===== config.mk =====
export PLATFORM = sky130hd
export DESIGN_NAME = linefeed_ctrl
export DESIGN_NICKNAME = d
export VERILOG_FILES = /design/src/linefeed_pkg.sv /design/src/linefeed_ctrl.sv /design/src/debounce_filter.sv /design/src/voc_tracker.sv
export VERILOG_INCLUDE_DIRS = /design/src
export SDC_FILE = /design/constraint.sdc
export NUM_CORES = 1
export LEC_CHECK = 0
export BUFFER_PORTS_ARGS = -buffer_cell sky130_fd_sc_hd__buf_2
export CORE_MARGIN = 2
export CORE_UTILIZATION = 54
export CTS_CLUSTER_DIAMETER = 30
export DETAILED_ROUTE_END_ITERATION = 6
export GPL_TIMING_DRIVEN = 1
export PLACE_DENSITY_LB_ADDON = 0.2
export SLEW_MARGIN = 5
export SYNTH_ARGS = -nofsm -noshare
export SYNTH_HDL_FRONTEND = slang
export SYNTH_HIERARCHICAL = 1
export SYNTH_SLANG_ARGS = --single-unit
export TNS_END_PERCENT = 5

===== constraint.sdc =====
create_clock -name sys_clk -period 14.5 [get_ports sys_clk]
set_input_delay 0.725 -clock sys_clk [delete_from_list [all_inputs] [get_ports sys_clk]]
set_output_delay 0.725 -clock sys_clk [all_outputs]
set_load 0.03 [all_outputs]

===== src/linefeed_consts.svh =====
/*
 Constants for the linefeed state and feed control block: field
 positions, reset values and limits. Assumes inclusion by bare name.
*/
`ifndef LINEFEED_CONSTS_SVH
`define LINEFEED_CONSTS_SVH

// Feed state control layout: code in [2:0], shadow in [6:4]
`define FEED_CODE_LSB 0
`define FEED_SHADOW_LSB 4
`define FEED_CTRL_W 8
`define FEED_CODE_RST 3'h0

// Current limit span and step, in microamperes
`define LIMIT_MIN_UA 18000
`define LIMIT_MAX_UA 45000
`define LIMIT_STEP_UA 875
`define LIMIT_MAX_CODE ((`LIMIT_MAX_UA - `LIMIT_MIN_UA) / `LIMIT_STEP_UA)
`define LIMIT_W 5

// Voltage word width and reset values
`define VOLT_W 16
`define VOLT_RST 16'h0000
`define DEB_RST 16'h0000

// Detector indices
`define DET_CLOSE 0
`define DET_TRIP 1
`define DET_GND 2
`define DET_N 3

`endif


===== src/linefeed_pkg.sv =====
/*
 Types for the linefeed block: feed state codes and boost states.
 Assumes the constants header is compiled alongside.
*/
package linefeed_pkg;

   // Documented feed state codes
   typedef enum logic [2:0] {
      FEED_OPEN = 3'h0,
      FEED_FWD_ACTIVE = 3'h1,
      FEED_FWD_OHT = 3'h2,
      FEED_TIP_OPEN = 3'h3,
      FEED_RINGING = 3'h4,
      FEED_REV_ACTIVE = 3'h5,
      FEED_REV_OHT = 3'h6,
      FEED_RING_OPEN = 3'h7
   } feed_code_t;

   // Boost scheme states, one-hot
   typedef enum logic [1:0] {
      BOOST_OFF = 2'b01,
      BOOST_ON = 2'b10
   } boost_state_t;

endpackage


===== src/linefeed_ctrl.sv =====
/*
 Per-channel linefeed state and feed control: state code register
 with shadow, power-fault auto open, drive and audio controls,
 debounced loop closure, ring trip and ring ground, adaptive output
 impedance and open-circuit voltage tracking with boost.
 Assumes measurements come from same-clock logic with a sample
 strobe; only the power fault pin is asynchronous.
*/
`timescale 1ns/100ps
`include "linefeed_consts.svh"

module linefeed_ctrl
   import linefeed_pkg::*;
(
   input wire logic sys_clk, // System clock, 100 MHz
   input wire logic sys_rst, // Async reset, high
   input wire logic clkEn, // Freezes all state when low
   input wire logic feedWrEn, // Feed state control write
   input wire logic [7:0] feedWrData, // Write data, code in [2:0]
   output logic [7:0] feedCtrlRead, // Code and shadow readback
   input wire logic powerFaultPin, // Excess power, async
   input wire logic extRingerMode, // Relay ringing variant
   input wire logic sampleValid, // Measurement strobe
   input wire logic [15:0] loopVoltage, // Tip-ring voltage
   input wire logic [15:0] loopCurrent, // Loop current
   input wire logic [15:0] ringLeadCurrent, // Ring lead current
   input wire logic [15:0] batteryVoltage, // Battery voltage
   input wire logic [4:0] loopCurrentLimit, // Current limit code
   input wire logic [14:0] openCircuitVoltage, // Target voltage
   input wire logic [14:0] commonModeHeadroom, // Top headroom
   input wire logic [14:0] batteryMarginHeadroom, // Bottom headroom
   input wire logic [14:0] ringingMarginHeadroom, // Ringing headroom
   input wire logic [14:0] boostStepVoltage, // Boost step
   input wire logic [15:0] boostLowThreshold, // Boost low amount
   input wire logic [15:0] boostHighThreshold, // Boost high amount
   input wire logic [15:0] adaptiveThreshold, // Impedance switch level
   input wire logic [15:0] closureThreshold, // Loop closure current
   input wire logic [15:0] ringTripThreshold, // Ring trip current
   input wire logic [15:0] groundThreshold, // Ring ground current
   input wire logic [15:0] closureDebounce, // Closure interval
   input wire logic [15:0] ringTripDebounce, // Trip interval
   input wire logic [15:0] groundDebounce, // Ground interval
   output logic tipDriveEn, // Tip drive on, low floats
   output logic ringDriveEn, // Ring drive on, low floats
   output logic reversePolarity, // Reverse feed
   output logic audioPowerUp, // Audio paths powered
   output logic txPathEn, // Transmit path enabled
   output logic lowPowerStandby, // On-hook standby
   output logic ringWaveEn, // Internal ringing waveform
   output logic ringRelayDrive, // External ringer relay
   output logic lowImpedance, // 320 ohm when high
   output logic [4:0] currentLimitOut, // Clamped limit code
   output logic [15:0] trackedTargetVoltage, // Tracked target
   output logic [15:0] targetVoltage, // Applied target
   output logic boostActive, // Boost in effect
   output logic loopClosed, // Debounced off-hook
   output logic ringTripped, // Debounced ring trip
   output logic ringGround, // Debounced ring ground
   output logic autoOpenEvent // Pulse on forced open
);

   logic faultSync1_reg;
   logic faultSync2_reg;
   feed_code_t feedCode_reg;
   feed_code_t feedShadow_reg;
   logic autoOpen_reg;
   logic tipDrive_reg;
   logic ringDrive_reg;
   logic reverse_reg;
   logic audio_reg;
   logic tx_reg;
   logic standby_reg;
   logic ringWave_reg;
   logic ringRelay_reg;
   logic lowImp_reg;
   logic [4:0] limit_reg;
   logic isActive;
   logic isOht;
   logic isDriving;
   logic [`DET_N-1:0] rawDet;
   logic [`DET_N-1:0] stableDet;
   logic [15:0] debLen [`DET_N];
   logic [14:0] marginSel;

   ////////////////////////////////////////////////////////////////
   // Fault pin crosses in from the line side
   always_ff @(posedge sys_clk or posedge sys_rst) begin
      if (sys_rst) begin
         faultSync1_reg <= 1'b0;
         faultSync2_reg <= 1'b0;
      end else if (clkEn) begin
         faultSync1_reg <= powerFaultPin;
         faultSync2_reg <= faultSync1_reg;
      end
   end

   ////////////////////////////////////////////////////////////////
   // Feed state code; a standing fault beats any software write
   always_ff @(posedge sys_clk or posedge sys_rst) begin
      if (sys_rst) begin
         feedCode_reg <= feed_code_t'(`FEED_CODE_RST);
      end else if (clkEn) begin
         if (faultSync2_reg) begin
            feedCode_reg <= FEED_OPEN;
         end else if (feedWrEn) begin
            feedCode_reg <= feed_code_t'(feedWrData[`FEED_CODE_LSB +: 3]);
         end
      end
   end

   // One pulse each time the fault actually moves the code
   always_ff @(posedge sys_clk or posedge sys_rst) begin
      if (sys_rst) begin
         autoOpen_reg <= 1'b0;
      end else if (clkEn) begin
         autoOpen_reg <= faultSync2_reg && (feedCode_reg != FEED_OPEN);
      end
   end

   // Shadow shows the state actually applied to the line
   always_ff @(posedge sys_clk or posedge sys_rst) begin
      if (sys_rst) begin
         feedShadow_reg <= FEED_OPEN;
      end else if (clkEn) begin
         feedShadow_reg <= feedCode_reg;
      end
   end

   assign feedCtrlRead = {1'b0, feedShadow_reg, 1'b0, feedCode_reg};

   ////////////////////////////////////////////////////////////////
   // State classes, decoded from the code so drives meet the shadow
   assign isActive = (feedCode_reg == FEED_FWD_ACTIVE)
      || (feedCode_reg == FEED_REV_ACTIVE);
   assign isOht = (feedCode_reg == FEED_FWD_OHT)
      || (feedCode_reg == FEED_REV_OHT);
   assign isDriving = (feedCode_reg != FEED_OPEN);

   // Lead drives; relay ringing leaves the leads to the ringer
   always_ff @(posedge sys_clk or posedge sys_rst) begin
      if (sys_rst) begin
         tipDrive_reg <= 1'b0;
         ringDrive_reg <= 1'b0;
      end else if (clkEn) begin
         unique case (feedCode_reg)
            FEED_OPEN: begin
               tipDrive_reg <= 1'b0;
               ringDrive_reg <= 1'b0;
            end
            FEED_TIP_OPEN: begin
               tipDrive_reg <= 1'b0;
               ringDrive_reg <= 1'b1;
            end
            FEED_RING_OPEN: begin
               tipDrive_reg <= 1'b1;
               ringDrive_reg <= 1'b0;
            end
            FEED_RINGING: begin
               tipDrive_reg <= !extRingerMode;
               ringDrive_reg <= !extRingerMode;
            end
            default: begin
               tipDrive_reg <= 1'b1;
               ringDrive_reg <= 1'b1;
            end
         endcase
      end
   end

   // Polarity and ringing source
   always_ff @(posedge sys_clk or posedge sys_rst) begin
      if (sys_rst) begin
         reverse_reg <= 1'b0;
         ringWave_reg <= 1'b0;
         ringRelay_reg <= 1'b0;
      end else if (clkEn) begin
         reverse_reg <= (feedCode_reg == FEED_REV_ACTIVE)
            || (feedCode_reg == FEED_REV_OHT);
         ringWave_reg <= (feedCode_reg == FEED_RINGING) && !extRingerMode;
         ringRelay_reg <= (feedCode_reg == FEED_RINGING) && extRingerMode;
      end
   end

   ////////////////////////////////////////////////////////////////
   // Audio and standby follow the debounced hook state; transmit does too, except in OHT where it is always on
   always_ff @(posedge sys_clk or posedge sys_rst) begin
      if (sys_rst) begin
         audio_reg <= 1'b0;
         tx_reg <= 1'b0;
         standby_reg <= 1'b0;
      end else if (clkEn) begin
         audio_reg <= (isActive || isOht) && stableDet[`DET_CLOSE];
         tx_reg <= isOht || (isActive && stableDet[`DET_CLOSE]);
         standby_reg <= isActive && !stableDet[`DET_CLOSE];
      end
   end

   // Impedance drops when the loop voltage falls through the level
   always_ff @(posedge sys_clk or posedge sys_rst) begin
      if (sys_rst) begin
         lowImp_reg <= 1'b0;
      end else if (clkEn) begin
         if (!isDriving) begin
            lowImp_reg <= 1'b0;
         end else if (sampleValid) begin
            lowImp_reg <= (loopVoltage < adaptiveThreshold);
         end
      end
   end

   // Codes above the 45 mA point are clamped, not wrapped
   always_ff @(posedge sys_clk or posedge sys_rst) begin
      if (sys_rst) begin
         limit_reg <= 5'h00;
      end else if (clkEn) begin
         if (loopCurrentLimit > 5'(`LIMIT_MAX_CODE)) begin
            limit_reg <= 5'(`LIMIT_MAX_CODE);
         end else begin
            limit_reg <= loopCurrentLimit;
         end
      end
   end

   ////////////////////////////////////////////////////////////////
   // Raw detections, each gated to the states where it means anything
   assign rawDet[`DET_CLOSE] = isDriving && (feedCode_reg != FEED_RINGING)
      && (loopCurrent > closureThreshold);
   assign rawDet[`DET_TRIP] = (feedCode_reg == FEED_RINGING)
      && (loopCurrent > ringTripThreshold);
   assign rawDet[`DET_GND] = (feedCode_reg == FEED_TIP_OPEN)
      && (ringLeadCurrent > groundThreshold);
   assign debLen[`DET_CLOSE] = closureDebounce;
   assign debLen[`DET_TRIP] = ringTripDebounce;
   assign debLen[`DET_GND] = groundDebounce;

   for (genvar i = 0; i < `DET_N; i++) begin : g_deb
      debounce_filter u_deb (
         .sys_clk(sys_clk),
         .sys_rst(sys_rst),
         .clkEn(clkEn),
         .rawLevel(rawDet[i]),
         .holdCycles(debLen[i]),
         .stableLevel(stableDet[i])
      );
   end

   ////////////////////////////////////////////////////////////////
   // Tracking uses the wider headroom while ringing
   assign marginSel = (feedCode_reg == FEED_RINGING) ?
      ringingMarginHeadroom : batteryMarginHeadroom;

   voc_tracker u_track (
      .sys_clk(sys_clk),
      .sys_rst(sys_rst),
      .clkEn(clkEn),
      .sampleValid(sampleValid),
      .batteryVoltage(batteryVoltage),
      .loopVoltage(loopVoltage),
      .openCircuitVoltage(openCircuitVoltage),
      .commonModeHeadroom(commonModeHeadroom),
      .marginHeadroom(marginSel),
      .boostStepVoltage(boostStepVoltage),
      .boostLowThreshold(boostLowThreshold),
      .boostHighThreshold(boostHighThreshold),
      .trackedTarget(trackedTargetVoltage),
      .boostedTarget(targetVoltage),
      .boostActive(boostActive)
   );

   ////////////////////////////////////////////////////////////////
   // Output drive
   assign tipDriveEn = tipDrive_reg;
   assign ringDriveEn = ringDrive_reg;
   assign reversePolarity = reverse_reg;
   assign audioPowerUp = audio_reg;
   assign txPathEn = tx_reg;
   assign lowPowerStandby = standby_reg;
   assign ringWaveEn = ringWave_reg;
   assign ringRelayDrive = ringRelay_reg;
   assign lowImpedance = lowImp_reg;
   assign currentLimitOut = limit_reg;
   assign loopClosed = stableDet[`DET_CLOSE];
   assign ringTripped = stableDet[`DET_TRIP];
   assign ringGround = stableDet[`DET_GND];
   assign autoOpenEvent = autoOpen_reg;
endmodule // linefeed_ctrl


===== src/debounce_filter.sv =====
/*
 Level debouncer: the output follows the raw level only after it
 has differed for more than holdCycles enabled clocks.
 Assumes rawLevel is on sys_clk.
*/
`timescale 1ns/100ps
`include "linefeed_consts.svh"

module debounce_filter (
   input wire logic sys_clk, // System clock
   input wire logic sys_rst, // Async reset, high
   input wire logic clkEn, // Freezes state when low
   input wire logic rawLevel, // Undebounced detection
   input wire logic [15:0] holdCycles, // Debounce interval
   output logic stableLevel // Debounced detection
);

   logic [15:0] cnt_reg;
   logic stable_reg;

   ////////////////////////////////////////////////////////////////
   // Count disagreement, flip once it outlasts the interval
   always_ff @(posedge sys_clk or posedge sys_rst) begin
      if (sys_rst) begin
         cnt_reg <= `DEB_RST;
         stable_reg <= 1'b0;
      end else if (clkEn) begin
         if (rawLevel == stable_reg) begin
            cnt_reg <= `DEB_RST; // Any agreement restarts the wait
         end else if (cnt_reg >= holdCycles) begin
            stable_reg <= rawLevel;
            cnt_reg <= `DEB_RST;
         end else begin
            cnt_reg <= cnt_reg + 16'h0001;
         end
      end
   end

   assign stableLevel = stable_reg;
endmodule // debounce_filter


===== src/voc_tracker.sv =====
/*
 Open-circuit voltage tracking against battery and the boost scheme
 with low and high thresholds. Assumes samples arrive on sys_clk
 with a one-cycle sampleValid strobe.
*/
`timescale 1ns/100ps
`include "linefeed_consts.svh"

module voc_tracker
   import linefeed_pkg::*;
(
   input wire logic sys_clk, // System clock
   input wire logic sys_rst, // Async reset, high
   input wire logic clkEn, // Freezes state when low
   input wire logic sampleValid, // New measurement
   input wire logic [15:0] batteryVoltage, // Battery magnitude
   input wire logic [15:0] loopVoltage, // Tip-ring magnitude
   input wire logic [14:0] openCircuitVoltage, // Programmed target
   input wire logic [14:0] commonModeHeadroom, // Top headroom
   input wire logic [14:0] marginHeadroom, // Battery-side headroom
   input wire logic [14:0] boostStepVoltage, // Boost amount
   input wire logic [15:0] boostLowThreshold, // Below-track amount
   input wire logic [15:0] boostHighThreshold, // Above-track amount
   output logic [15:0] trackedTarget, // Tracked target
   output logic [15:0] boostedTarget, // Applied target
   output logic boostActive // Boost in effect
);

   logic [16:0] batWide;
   logic [16:0] headSum;
   logic [16:0] loopWide;
   logic [16:0] trackWide;
   logic [16:0] boostSum;
   logic [15:0] track_reg;
   logic [15:0] track_next;
   logic [15:0] target_reg;
   boost_state_t boost_reg;

   ////////////////////////////////////////////////////////////////
   // Battery tracking, 17 bits so the sums cannot wrap
   assign batWide = {1'b0, batteryVoltage};
   assign headSum = {2'b00, openCircuitVoltage} + {2'b00, commonModeHeadroom}
      + {2'b00, marginHeadroom};
   assign loopWide = {1'b0, loopVoltage};
   assign trackWide = {1'b0, track_reg};
   always_comb begin
      if (batWide > headSum) begin
         track_next = {1'b0, openCircuitVoltage};
      end else if (batWide > headSum - {2'b00, openCircuitVoltage}) begin
         track_next = 16'(batWide - {2'b00, commonModeHeadroom}
            - {2'b00, marginHeadroom});
      end else begin
         track_next = `VOLT_RST; // No room left at all
      end
   end

   always_ff @(posedge sys_clk or posedge sys_rst) begin
      if (sys_rst) begin
         track_reg <= `VOLT_RST;
      end else if (clkEn && sampleValid) begin
         track_reg <= track_next;
      end
   end

   ////////////////////////////////////////////////////////////////
   // Boost state: collapse below low level, release above high level
   always_ff @(posedge sys_clk or posedge sys_rst) begin
      if (sys_rst) begin
         boost_reg <= BOOST_OFF;
      end else if (clkEn && sampleValid) begin
         unique case (boost_reg)
            BOOST_OFF: begin
               if (loopWide + {1'b0, boostLowThreshold} < trackWide) begin
                  boost_reg <= BOOST_ON;
               end
            end
            BOOST_ON: begin
               if (loopWide > trackWide + {1'b0, boostHighThreshold}) begin
                  boost_reg <= BOOST_OFF;
               end
            end
            default: begin
               boost_reg <= BOOST_OFF;
            end
         endcase
      end
   end

   // Applied target saturates rather than wraps
   assign boostSum = trackWide + {2'b00, boostStepVoltage};
   always_ff @(posedge sys_clk or posedge sys_rst) begin
      if (sys_rst) begin
         target_reg <= `VOLT_RST;
      end else if (clkEn) begin
         if (boost_reg == BOOST_ON) begin
            target_reg <= boostSum[16] ? 16'hFFFF : boostSum[15:0];
         end else begin
            target_reg <= track_reg;
         end
      end
   end

   assign trackedTarget = track_reg;
   assign boostedTarget = target_reg;
   assign boostActive = (boost_reg == BOOST_ON);
endmodule // voc_tracker


==> run metrics <==
DPL Wire Length=36.1 mm; dominant register cell in the synthesized netlist=sky130_fd_sc_hd__dfrtp_1; # Post-CTS Setup Buffers=0; final worst-path cycle share=0.540; Worst Max-Slew Pin Slew=roughly 0.94 ns; endpoint required time on the critical path=about 15 ns; first-pass GRT wire length=just under 70 mm; cell mode on critical path=sky130_fd_sc_hd__o21ai_0; final estimated routing congestion in global placement=0.950; standby leakage power=0.00889 uW; drt first-iter violations=a little under 1k; cts repair resizes=0; total setup violations reported at the end of the flow=0; number of flip-flops and latches in the synthesized netlist=between 100 and 150; Area contributors post-synth=sky130_fd_sc_hd__ha_1 23%, sky130_fd_sc_hd__dfrtp_1 18%, sky130_fd_sc_hd__inv_1 6.1%, sky130_fd_sc_hd__fa_1 4.7%, sky130_fd_sc_hd__a21oi_1 3.9%; overall power consumption=2300 uW; die span in y=roughly 170 um; row count=60; clock input transition at the sequential cells of the worst setup and hold paths=~0.090 ns; Slowest-stage cell, CP=sky130_fd_sc_hd__dfrtp_1; total congestion overflow=0; vias in the first global route=between 10k and 15k; endpoint arrival time on the critical path=between 8 and 9 ns; master cell of the clock root buffer=sky130_fd_sc_hd__clkbuf_16; number of cells on the worst hold path=1; capture point of the worst path=u_track/trackedTarget[15]; reg-to-reg endpoint=u_track/trackedTarget[15]; sequential cell area fraction in the yosys report=0.182; Via density=roughly 6.0; reg-to-reg slack, setup=6.67 ns; Layout area overhead=16.0%; DRC errors left=0; flip-flop count of the largest register, all copies and words added=between 40 and 50; ratio of cells with drive above 1 in the final layout=0.208; maximum number of pins on one net before global-route repair=47; worst setup path class=reg2reg; RSZ-0062 raised after global routing=no; number of levels the H-tree was split into=3; nets@finish=~2.7k; Layout Skew=around 0.015 ns; count of pins on the block boundary=362; cell area after synthesis=about 0.015 mm2; Synth cell types=90; die area=a little under 0.03 mm2; fraction of synthesis flops using an asynchronous set or reset pin=1.00; number of clock sinks seen by CTS=around 110; Syn Inst Count=around 1.7k; post-synth top area cell=sky130_fd_sc_hd__ha_1; clock insertion delay at the later pin of the skew report=between 0.3 and 0.4 ns; TritonCTS clock tree=yes; number of nets with antenna violations after routing=0; First-pass DRT Iterations=6; start point of the critical path=feedCode_reg[1]; peak fanout along the critical path=18; type of the most critical hold path=reg2reg; via count=roughly 14k; final sum of negative setup slack=0 ns; endpoint type of the worst setup path=register; top library cells by usage in the layout, fill and taps aside=354 x sky130_fd_sc_hd__buf_2, 270 x sky130_fd_sc_hd__ha_1, 240 x sky130_fd_sc_hd__inv_1; highest clock frequency the design can meet=between 100 and 150 MHz; x dimension of the die=between 150 and 200 um; final hold viol count=0; power density over the cells=between 100 and 150 mW/mm2; number of antenna violations at the first check in global routing=6; Hold-fix buffers, CTS=0; reg2reg start=feedCode_reg[1]; maximum clock path buffer count=2; post-layout minimum cycle time=7.83 ns; Crit path largest cell delay=0.54 ns; initial core utilization=0.551; count of flip-flops with a built-in enable after synthesis=0; max-slew headroom at the worst pin=0.373; share of Yosys cell area claimed by the top area cell type=0.227; final max-slew violation count=0; total core area=~0.027 mm2; Post-Route Hold Slack=a little under 0.5 ns; Syn Area/Cell=~8.5 um2; total length of routed wires=42.9 mm; number of port buffers=between 300 and 400; number of buffers added by the clock tree synthesis step=9; count of cells along the worst register-to-register path=27; Global Route Usage Sum=0.294; total of max-cap violations=0; Worst Hold Launch=lowPowerStandby; routed length per placed instance=17.7 um; type of origin of the critical path=register; Max VDD drop=119 uV; result of the run=finished, final reports clean; commonest non-fill, non-tap cell in the layout=sky130_fd_sc_hd__buf_2; number of warnings reported in the yosys synthesis log=6
==> per-layer routing <==
metal  track usage  routed length (um)  vias to the layer above
li1              -                   -                     7055
met1         0.367               18000                     6781
met2         0.513               20700                      506
met3        0.0484                2830                       85
met4         0.107                1390                        0
met5             0                   0                        -
==> worst min-delay path by stage <==
stage / endpoint
CTS: lowPowerStandby
global placement: lowPowerStandby
floorplan: faultSync1_reg
finish: lowPowerStandby
detailed placement: lowPowerStandby
global route: reversePolarity
==> area by class of cell <==
type / count / area [um2]
fillers: 2394 / 9730
well taps: 341 / 427
repair buffers: 361 / 1820
diodes: 7 / 17.5
clock inverters: 6 / 68.8
clock buffers: 10 / 239
flip-flops and latches: 108 / 2700
inverters: 244 / 916
multi-input cells: 1346 / 11000
==> synth_stat cells (all sizes together), types with 8 or more instances <==
master     n
mux2      27
and4      10
nor2      64
a32oi     11
a22oi     12
a21boi    11
clkbuf    20
ha       270
nand4     32
xnor2     39
nand2b    22
a22o      16
o2bb2ai   11
o21ai     84
o41ai      8
a211oi    19
nor3      35
nand3     71
dfrtp    107
a31oi     43
and3      19
xor2      42
o31ai     21
buf       20
o221ai    15
inv      242
nand2     94
a21o      35
o21a      25
o211ai    20
nor2b     19
fa        35
a21oi    117
o21bai    10
==> metrics by stage <==
stage | cell area (um2) | std cells | util | worst slack (ns)
final | 17200 | 2423 | 0.639 | 6.67
after global routing | 17200 | 2420 | 0.639 | 6.28
after CTS | 17200 | 2416 | 0.638 | 6.72
after detailed placement | 16900 | 2400 | 0.627 | 6.77
after global placement | 16900 | 2400 | 0.627 | 6.93
after floorplan | 14900 | 1738 | - | 7.84
==> worst max-delay path, delay by kind of cell, from the launching register on <==
| family | cells | cell delay [ns] |
|---|---|---|
| muxes | 1 | 0.49 |
| and+or+nand+nor | 10 | 2.46 |
| xor gates and xnor gates | 2 | 0.32 |
| DFF | 1 | 0.54 |
| AOI/OAI and AO/OA | 10 | 2.44 |
| adders and majority gates | 4 | 1.44 |
==> where the power goes <==
part / leakage, uW / total [uW] / internal (uW) / switching, uW
Combinational: 0.00730 / 1620 / 674 / 949
Clock: 0.000147 / 253 / 127 / 126
Sequential: 0.00144 / 426 / 353 / 73.8
==> cell families after synthesis <==
| group | share of synthesized area |
|---|---|
| AO/OA/AOI/OAI | 0.257 |
| AND/OR/NAND/NOR | 0.137 |
| adder cells (fa/ha/maj) | 0.275 |
| buffers and inverters | 0.0761 |
| flip-flops | 0.182 |
| XOR/XNOR | 0.0478 |
| multiplexers | 0.0252 |
| other | 0.000253 |
Note: power is estimated with default switching activity, not from simulation.
